[src/ddr_cmd_map.vh]
`ifndef DDR_CMD_MAP_VH
`define DDR_CMD_MAP_VH
// burst-mode field encodings (low two bits)
`define BURST_MODE_FIXED8   2'b00
`define BURST_MODE_OTF      2'b01
`define BURST_MODE_RESET    2'b01
// beat counts
`define BEATS_FULL          4'h8
`define BEATS_CHOP          4'h4
`define CCD_CYCLES          4'h4
// address field positions
`define ADDR_BURST_BIT      12
`define ADDR_AP_BIT         10
// refresh timing, ns, and derived core cycles at 10 ns
`define CLK_PERIOD_NS       10
`define RFC_TIME_NS         110
// RFC_TIME_NS rounded up to whole core cycles, sized for the 8-bit counter
`define RFC_CYCLES          8'h0b
`define RFC_RESET           8'h00
`define REF_ROW_RESET       14'h0000
// latency defaults
`define CAS_LAT_RESET       4'h5
`define ADD_LAT_RESET       4'h0
`endif

[src/beat_buffer.v]
`timescale 1ns/100ps
`default_nettype none
// two-entry skid buffer for read beats
module beat_buffer (
   input  wire        core_clk_in,
   input  wire        rst_n_in,
   input  wire        in_valid_in,
   output wire        in_ready_out,
   input  wire [7:0]  in_data_in,
   output wire        out_valid_out,
   input  wire        out_ready_in,
   output wire [7:0]  out_data_out
);
   reg [7:0] mem_reg [0:1];
   reg       wr_ptr_reg;
   reg       rd_ptr_reg;
   reg [1:0] count_reg;
   wire      push;
   wire      pop;

   assign in_ready_out  = (count_reg != 2'h2);
   assign out_valid_out = (count_reg != 2'h0);
   assign out_data_out  = mem_reg[rd_ptr_reg];
   assign push          = in_valid_in & in_ready_out;
   assign pop           = out_valid_out & out_ready_in;

   always @(posedge core_clk_in) begin
      if (push) begin
         mem_reg[wr_ptr_reg] <= in_data_in;
      end
   end

   always @(posedge core_clk_in or negedge rst_n_in) begin
      if (!rst_n_in) begin
         wr_ptr_reg <= 1'b0;
         rd_ptr_reg <= 1'b0;
         count_reg  <= 2'h0;
      end else begin
         if (push) begin
            wr_ptr_reg <= ~wr_ptr_reg;
         end
         if (pop) begin
            rd_ptr_reg <= ~rd_ptr_reg;
         end
         count_reg <= count_reg + {1'b0, push} - {1'b0, pop};
      end
   end
endmodule
`default_nettype wire

[src/ddr_burst_refresh.v]
`timescale 1ns/100ps
`default_nettype none
`include "ddr_cmd_map.vh"
module ddr_burst_refresh (
   input  wire        core_clk_in,
   input  wire        rst_n_in,
   input  wire        link_clk_in,
   input  wire        cs_n_in,
   input  wire        ras_n_in,
   input  wire        cas_n_in,
   input  wire        we_n_in,
   input  wire [13:0] addr_in,
   input  wire [1:0]  burst_mode_in,
   input  wire [3:0]  cas_latency_in,
   input  wire [3:0]  additive_latency_in,
   input  wire [7:0]  wr_data_in,
   input  wire        wr_timing_fault_in,
   output wire        rd_valid_out,
   input  wire        rd_ready_in,
   output wire [7:0]  rd_data_out,
   output reg         wr_beat_out,
   output reg  [7:0]  wr_data_out,
   output reg  [9:0]  col_addr_out,
   output reg         wr_corrupt_out,
   output reg         burst_full_out,
   output reg         refresh_busy_out,
   output reg  [13:0] refresh_row_out,
   output reg         banks_idle_out
);
   ////////////////////////////////////////////////////////////////////
   // pin synchronisers (link clock, commands, data)
   reg [29:0] s1_reg;
   reg [29:0] s2_reg;
   reg        lclk_d_reg;
   wire       lclk_s  = s2_reg[29];
   wire       lclk_rise = lclk_s & ~lclk_d_reg;
   wire       cs_n_s  = s2_reg[28];
   wire       ras_n_s = s2_reg[27];
   wire       cas_n_s = s2_reg[26];
   wire       we_n_s  = s2_reg[25];
   wire [13:0] addr_s = s2_reg[24:11];
   wire [7:0] wd_s    = s2_reg[10:3];
   wire       fault_s = s2_reg[2];
   wire [1:0] mode_s  = s2_reg[1:0];

   always @(posedge core_clk_in or negedge rst_n_in) begin
      if (!rst_n_in) begin
         s1_reg     <= 30'h0;
         s2_reg     <= 30'h0;
         lclk_d_reg <= 1'b0;
      end else begin
         s1_reg     <= {link_clk_in, cs_n_in, ras_n_in, cas_n_in, we_n_in, addr_in,
                        wr_data_in, wr_timing_fault_in, burst_mode_in};
         s2_reg     <= s1_reg;
         lclk_d_reg <= lclk_s;
      end
   end

   ////////////////////////////////////////////////////////////////////
   // command decode on link rising edge
   wire cmd_ok  = lclk_rise & ~cs_n_s;
   wire is_ref  = cmd_ok & ~ras_n_s & ~cas_n_s & we_n_s;
   wire is_rd   = cmd_ok & ras_n_s & ~cas_n_s & we_n_s;
   wire is_wr   = cmd_ok & ras_n_s & ~cas_n_s & ~we_n_s;

   wire full8 = (mode_s == `BURST_MODE_FIXED8) |
                ((mode_s == `BURST_MODE_OTF) & addr_s[`ADDR_BURST_BIT]);

   localparam ST_IDLE = 2'h0;
   localparam ST_READ = 2'h1;
   localparam ST_WRITE = 2'h2;
   localparam ST_REF  = 2'h3;

   reg [1:0] state_reg;
   reg [3:0] lat_reg;
   reg [3:0] beats_reg;
   reg [7:0] rfc_reg;
   reg [7:0] rd_word_reg;
   reg       rd_push_reg;
   wire      buf_ready;
   wire [3:0] read_lat = additive_latency_in + cas_latency_in;
   wire [3:0] beats = full8 ? `BEATS_FULL : `BEATS_CHOP;

   ////////////////////////////////////////////////////////////////////
   // burst and refresh sequencer; bursts counted in link edges, refresh in core cycles
   always @(posedge core_clk_in or negedge rst_n_in) begin
      if (!rst_n_in) begin
         state_reg        <= ST_IDLE;
         lat_reg          <= 4'h0;
         beats_reg        <= 4'h0;
         rfc_reg          <= `RFC_RESET;
         rd_word_reg      <= 8'h00;
         rd_push_reg      <= 1'b0;
         wr_beat_out      <= 1'b0;
         wr_data_out      <= 8'h00;
         col_addr_out     <= 10'h000;
         wr_corrupt_out   <= 1'b0;
         burst_full_out   <= 1'b0;
         refresh_busy_out <= 1'b0;
         refresh_row_out  <= `REF_ROW_RESET;
         banks_idle_out   <= 1'b1;
      end else begin
         wr_beat_out <= 1'b0;
         // hold push until the buffer accepts; stall never drops a beat
         if (rd_push_reg & buf_ready) begin
            rd_push_reg <= 1'b0;
         end
         case (state_reg)
            ST_IDLE: begin
               // column from low bits only; bit 12 only selects burst length in OTF mode
               // auto-precharge bit does not affect burst choice
               if (is_rd | is_wr) begin
                  col_addr_out   <= addr_s[9:0];
                  burst_full_out <= full8;
                  beats_reg      <= beats;
                  wr_corrupt_out <= 1'b0;
                  banks_idle_out <= 1'b0;
                  lat_reg        <= read_lat;
                  state_reg      <= is_rd ? ST_READ : ST_WRITE;
               end else if (is_ref) begin
                  refresh_busy_out <= 1'b1;
                  banks_idle_out   <= 1'b0;
                  rfc_reg          <= `RFC_CYCLES;
                  state_reg        <= ST_REF;
               end
            end
            ST_READ: begin
               if (lclk_rise) begin
                  if (lat_reg > 4'h1) begin
                     lat_reg <= lat_reg - 4'h1;
                  end else if (beats_reg != 4'h0 && !rd_push_reg) begin
                     rd_word_reg  <= {col_addr_out[3:0], beats_reg};
                     rd_push_reg  <= 1'b1;
                     col_addr_out <= col_addr_out + 10'h001;
                     beats_reg    <= beats_reg - 4'h1;
                  end else if (beats_reg == 4'h0) begin
                     banks_idle_out <= 1'b1;
                     state_reg      <= ST_IDLE;
                  end
               end
            end
            ST_WRITE: begin
               if (lclk_rise) begin
                  if (beats_reg != 4'h0) begin
                     wr_beat_out  <= 1'b1;
                     wr_data_out  <= wd_s;
                     col_addr_out <= col_addr_out + 10'h001;
                     beats_reg    <= beats_reg - 4'h1;
                     // fault flags only this burst's location
                     // sequencer continues normally after a fault
                     if (fault_s) begin
                        wr_corrupt_out <= 1'b1;
                     end
                  end else begin
                     banks_idle_out <= 1'b1;
                     state_reg      <= ST_IDLE;
                  end
               end
            end
            ST_REF: begin
               if (rfc_reg != 8'h00) begin
                  rfc_reg <= rfc_reg - 8'h01;
               end else begin
                  refresh_busy_out <= 1'b0;
                  banks_idle_out   <= 1'b1;
                  refresh_row_out  <= refresh_row_out + 14'h0001;
                  state_reg        <= ST_IDLE;
               end
            end
            default: begin
               state_reg <= ST_IDLE;
            end
         endcase
      end
   end

   ////////////////////////////////////////////////////////////////////
   beat_buffer u_buf (
      .core_clk_in   (core_clk_in),
      .rst_n_in      (rst_n_in),
      .in_valid_in   (rd_push_reg),
      .in_ready_out  (buf_ready),
      .in_data_in    (rd_word_reg),
      .out_valid_out (rd_valid_out),
      .out_ready_in  (rd_ready_in),
      .out_data_out  (rd_data_out)
   );
endmodule
`default_nettype wire

[config.mk]
export PLATFORM = sky130hd
export DESIGN_NAME = ddr_burst_refresh
export DESIGN_NICKNAME = d
export VERILOG_FILES = /design/src/beat_buffer.v /design/src/ddr_burst_refresh.v
export VERILOG_INCLUDE_DIRS = /design/src
export SDC_FILE = /design/constraint.sdc
export NUM_CORES = 1
export LEC_CHECK = 0
export BUFFER_PORTS_ARGS = -buffer_cell sky130_fd_sc_hd__buf_2
export CAP_MARGIN = 10
export CORE_UTILIZATION = 51
export DETAILED_ROUTE_END_ITERATION = 12
export PLACE_DENSITY = 0.74
export SLEW_MARGIN = 30
export SYNTH_ARGS = -nofsm -noshare
export SYNTH_HDL_FRONTEND = slang
export SYNTH_SLANG_ARGS = --single-unit
[constraint.sdc]
create_clock -name core_clk_in -period 2.4 [get_ports core_clk_in]
set_clock_uncertainty 0.2 [all_clocks]
set_input_delay 0.48 -clock core_clk_in [delete_from_list [all_inputs] [get_ports core_clk_in]]
set_output_delay 0.48 -clock core_clk_in [all_outputs]
set_load 0.03 [all_outputs]
==> results.md <==
* # nets final at approximately 650
* Clock transition at the registers of the reported paths at 0.06 ns
* Sequential area share after synthesis at 0.6231
* Reported net switching power at between 3000 and 4000 uW
* Gate Count Post-Synth at ~450
* TritonCTS clock tree: yes
* Fillers at roughly 760
* R2r setup slk at between 0.04 and 0.05 ns
* Worst Path Class, Setup: flip-flop to flip-flop
* Post-synth top flop: dfrtp_1
* Pins Over Slew Limit at 0
* # clock sinks at about 140
* Min-delay worst type: input pin to flip-flop
* Die ar. at approximately 0.012 mm^2
* Row count at 38
* Initial antenna violation count at 0
* Via/cell ratio at between 5 and 6
* # DRC at 0
* RR Startpoint: rfc_reg[4]$_DFFE_PN0P_
* Synth cell count leaders: 122 x dfrtp_1, 27 x mux2_2, 27 x nand2_1, 25 x nor2_1, 24 x inv_1
* Dpl cells at 680
* Leak at 0.003461 uW
* Share of layout cells above drive strength 1 at 0.3179
* Total GRT Usage at 0.1994
* RePlAce Congestion at 0.8175
* Syn Nets at 505
* Crit-path max cell delay at between 0.5 and 0.6 ns
* Reg2Reg Depth at 4
* Slowest cell on crit path: or4_4
* Iteration-0 DRC Markers at about 230
* CTS H-tree depth at 4
* Sw frac at 0.3484
* Max_cap viols at 0
* Yosys warnings at 0
* Initial Util at 0.5247
* VDD IR-drop max at between 0.7 and 0.8 mV
* CP max FO at 4
* Die X at around 110 um
* Fmax at 424.2 MHz
* Worst Hold Launch: rd_ready_in
* CP arrival at 2.56 ns
* Total Wirelength at 10.92 mm
* Top-count cell post-synth: dfrtp_1
* CP cell instances: or4_4, or3_1, a211oi_4, mux2_4
* Clk_lat worst skew at between 0.5 and 0.6 ns
* Setup Slack @ Placement at between 0.01 and 0.015 ns
* Sequential power share at 0.366
* Synth unique cells at 57
* Synth area leader: dfrtp_1
* Worst Hold End: u_buf.rd_ptr_reg$_DFFE_PN0P_
* Clock power share at 0.293
* Area grow syn2layout at 30.03%
* Tot Pwr at 8847 uW
* Drt pass-1 iters at 5
* DR vias at ~4,000
* Max Root-Sink Buffers at 2
* Yosys reg bits at ~140
* Worst Path Required at about 2.6 ns
* Die Span Y at about 110 um
* Largest net degree at the start of global routing at between 40 and 50
* Fin cells at 744
* Hold Path Depth at 3
* Post-synth top area share at 0.5344
* Post-synth EDFFs at 16
* Core Area at approximately 0.011 mm^2
* # IOs at 87
* Antenna viol nets, final at 0
* Post-layout minimum cycle time at 2.357 ns
* Post-detailed-route wirelength per cell at about 15 um
* IO Port Bufs at 83
* Asr flop ratio synth at 0.8849
* Vias in the first global route at between 3,000 and 4,000
* Critical path endpoint category: flip-flop
* Status: completed
* Slew @ Worst Pin at about 0.6 ns
* Syn Area/Cell at approximately 13 um^2
* Pwr Density at approximately 1200 mW/mm^2
* Int Power at roughly 5800 uW
* Post-route setup slack at 0.04276 ns
* Combinational power share at 0.341
* Gr ovfl total at 0
* Synth Cell Area at 0.005713 mm^2
* Final Setup Violations at 0
* CTS root buf: clkbuf_8
* First-pass GRT wire length at approximately 18 mm
* Critical path startpoint category: flip-flop
* Most area-consuming cells after synthesis: dfrtp_1 53%, edfxtp_1 8.4%, mux2_2 5.3%, ha_1 3.5%, xnor2_1 2.8%
* # diodes at 0
* Hpwl dp at between 7 and 8 mm
* CTS Buf Count at 17
* Final worst path period share at 0.9822
* RR Endpoint: state_reg[1]$_DFFE_PN0P_
* Worst slew margin at 0.5964
* Final hold violations at 0
-- logic make-up after synthesis --
group | synth area share
multiplexers | 0.06110
flip-flops | 0.6231
adder cells (fa/ha/maj) | 0.03855
AND/OR/NAND/NOR | 0.1213
AO/OA/AOI/OAI | 0.08782
XOR/XNOR | 0.03986
buffers and inverters | 0.02825
-- how the worst max path moves through the flow --
stage,startpoint,to,slack (ns),cells past startpoint
2_1_floorplan,rfc_reg[4]$_DFFE_PN0P_,state_reg[1]$_DFFE_PN0P_,0.04,5
3_3_place_gp,lat_reg[0]$_DFFE_PN0P_,beats_reg[2]$_DFFE_PN0P_,0.04,7
3_5_place_dp,lat_reg[0]$_DFFE_PN0P_,beats_reg[2]$_DFFE_PN0P_,0.01,7
4_1_cts,rfc_reg[4]$_DFFE_PN0P_,refresh_row_out[12]$_DFFE_PN0P_,0.01,5
5_1_grt,beats_reg[0]$_DFFE_PN0P_,state_reg[1]$_DFFE_PN0P_,-0.01,8
6_report,rfc_reg[4]$_DFFE_PN0P_,state_reg[1]$_DFFE_PN0P_,0.04,4
-- cell type report --
cell class,count,area [um^2],share of cell area
clock buffer,20,466.7,0.06283
clock inverter,12,135.1,0.01819
inverter,25,93.84,0.01263
multi-input combinational,271,2079,0.2799
sequential,139,3560,0.4792
tap,140,175.2,0.02358
timing repair buffer,137,918.4,0.1236
-- per-stage QoR --
stage	hold slack [ns]	cell area, um^2	utilization	setup TNS, ns
floorplan	-0.01559	5718	-	0
global placement	0.1326	6441	0.5916	0
detailed placement	0.1347	6441	0.5916	0
CTS	0.09208	7326	0.6728	0
global route	0.1156	7428	0.6823	-0.02064
finish	0.1102	7428	0.6823	0
-- power by group through the flow --
| stage | registers [uW] | logic (uW) | clock network, uW |
|---|---|---|---|
| 3_3_place_gp | 3240 | 2740 | 0 |
| 4_1_cts | 3230 | 2890 | 2640 |
| 5_1_grt | 3300 | 3310 | 2740 |
| 2_1_floorplan | 3440 | 1790 | 0 |
| 6_report | 3240 | 3020 | 2590 |
| 3_5_place_dp | 3270 | 2820 | 0 |
-- layout by cell type, fill, tap and decap left out, types with 3 or more instances in the layout --
| cell | count |
|---|---|
| nand2b_1 | 3 |
| clkbuf_8 | 3 |
| inv_1 | 22 |
| edfxtp_1 | 16 |
| nor3_1 | 10 |
| nand3b_1 | 4 |
| nand4_1 | 5 |
| clkbuf_16 | 17 |
| a21oi_1 | 12 |
| buf_2 | 82 |
| mux2i_1 | 3 |
| a31oi_1 | 4 |
| mux2_2 | 27 |
| and3_1 | 11 |
| nor2_1 | 25 |
| a211oi_1 | 4 |
| a211o_1 | 5 |
| o21ai_0 | 16 |
| nor4_1 | 5 |
| xnor2_1 | 18 |
| a41o_1 | 6 |
| dlygate4sd3_1 | 28 |
| clkinv_4 | 3 |
| and4_1 | 3 |
| ha_1 | 15 |
| dfrtp_1 | 122 |
| xor2_1 | 8 |
| inv_6 | 3 |
| buf_4 | 25 |
| nand3_1 | 7 |
| nor2b_1 | 3 |
| nand2_1 | 26 |
| and2_1 | 5 |
| clkinv_2 | 3 |
| or3_1 | 3 |
-- worst max-delay path, delay by kind of cell (launching register included) --
kind | cells | cell delay, ns
multiplexers | 1 | 0.32
AND/OR/NAND/NOR | 2 | 1.02
AO/OA/AOI/OAI | 1 | 0.30
flip-flops | 1 | 0.40
-- metal layers --
metal	vias to the layer above	wire, um	GRT usage
met5	-	0	0
met4	0	179	0.09100
met3	20	500	0.04479
met2	122	5531	0.3260
met1	1925	4705	0.2531
li1	1884	-	-
-- repair_timing --
action	CTS	global route
gates cloned	0	1
pin swaps	0	3
endpoints found under the setup margin	4	17
buffers inserted	0	3
endpoints found under the hold margin	61	0
gates resized for setup	2	14
hold buffers	28	0
Power figures use the tool's default switching activity.
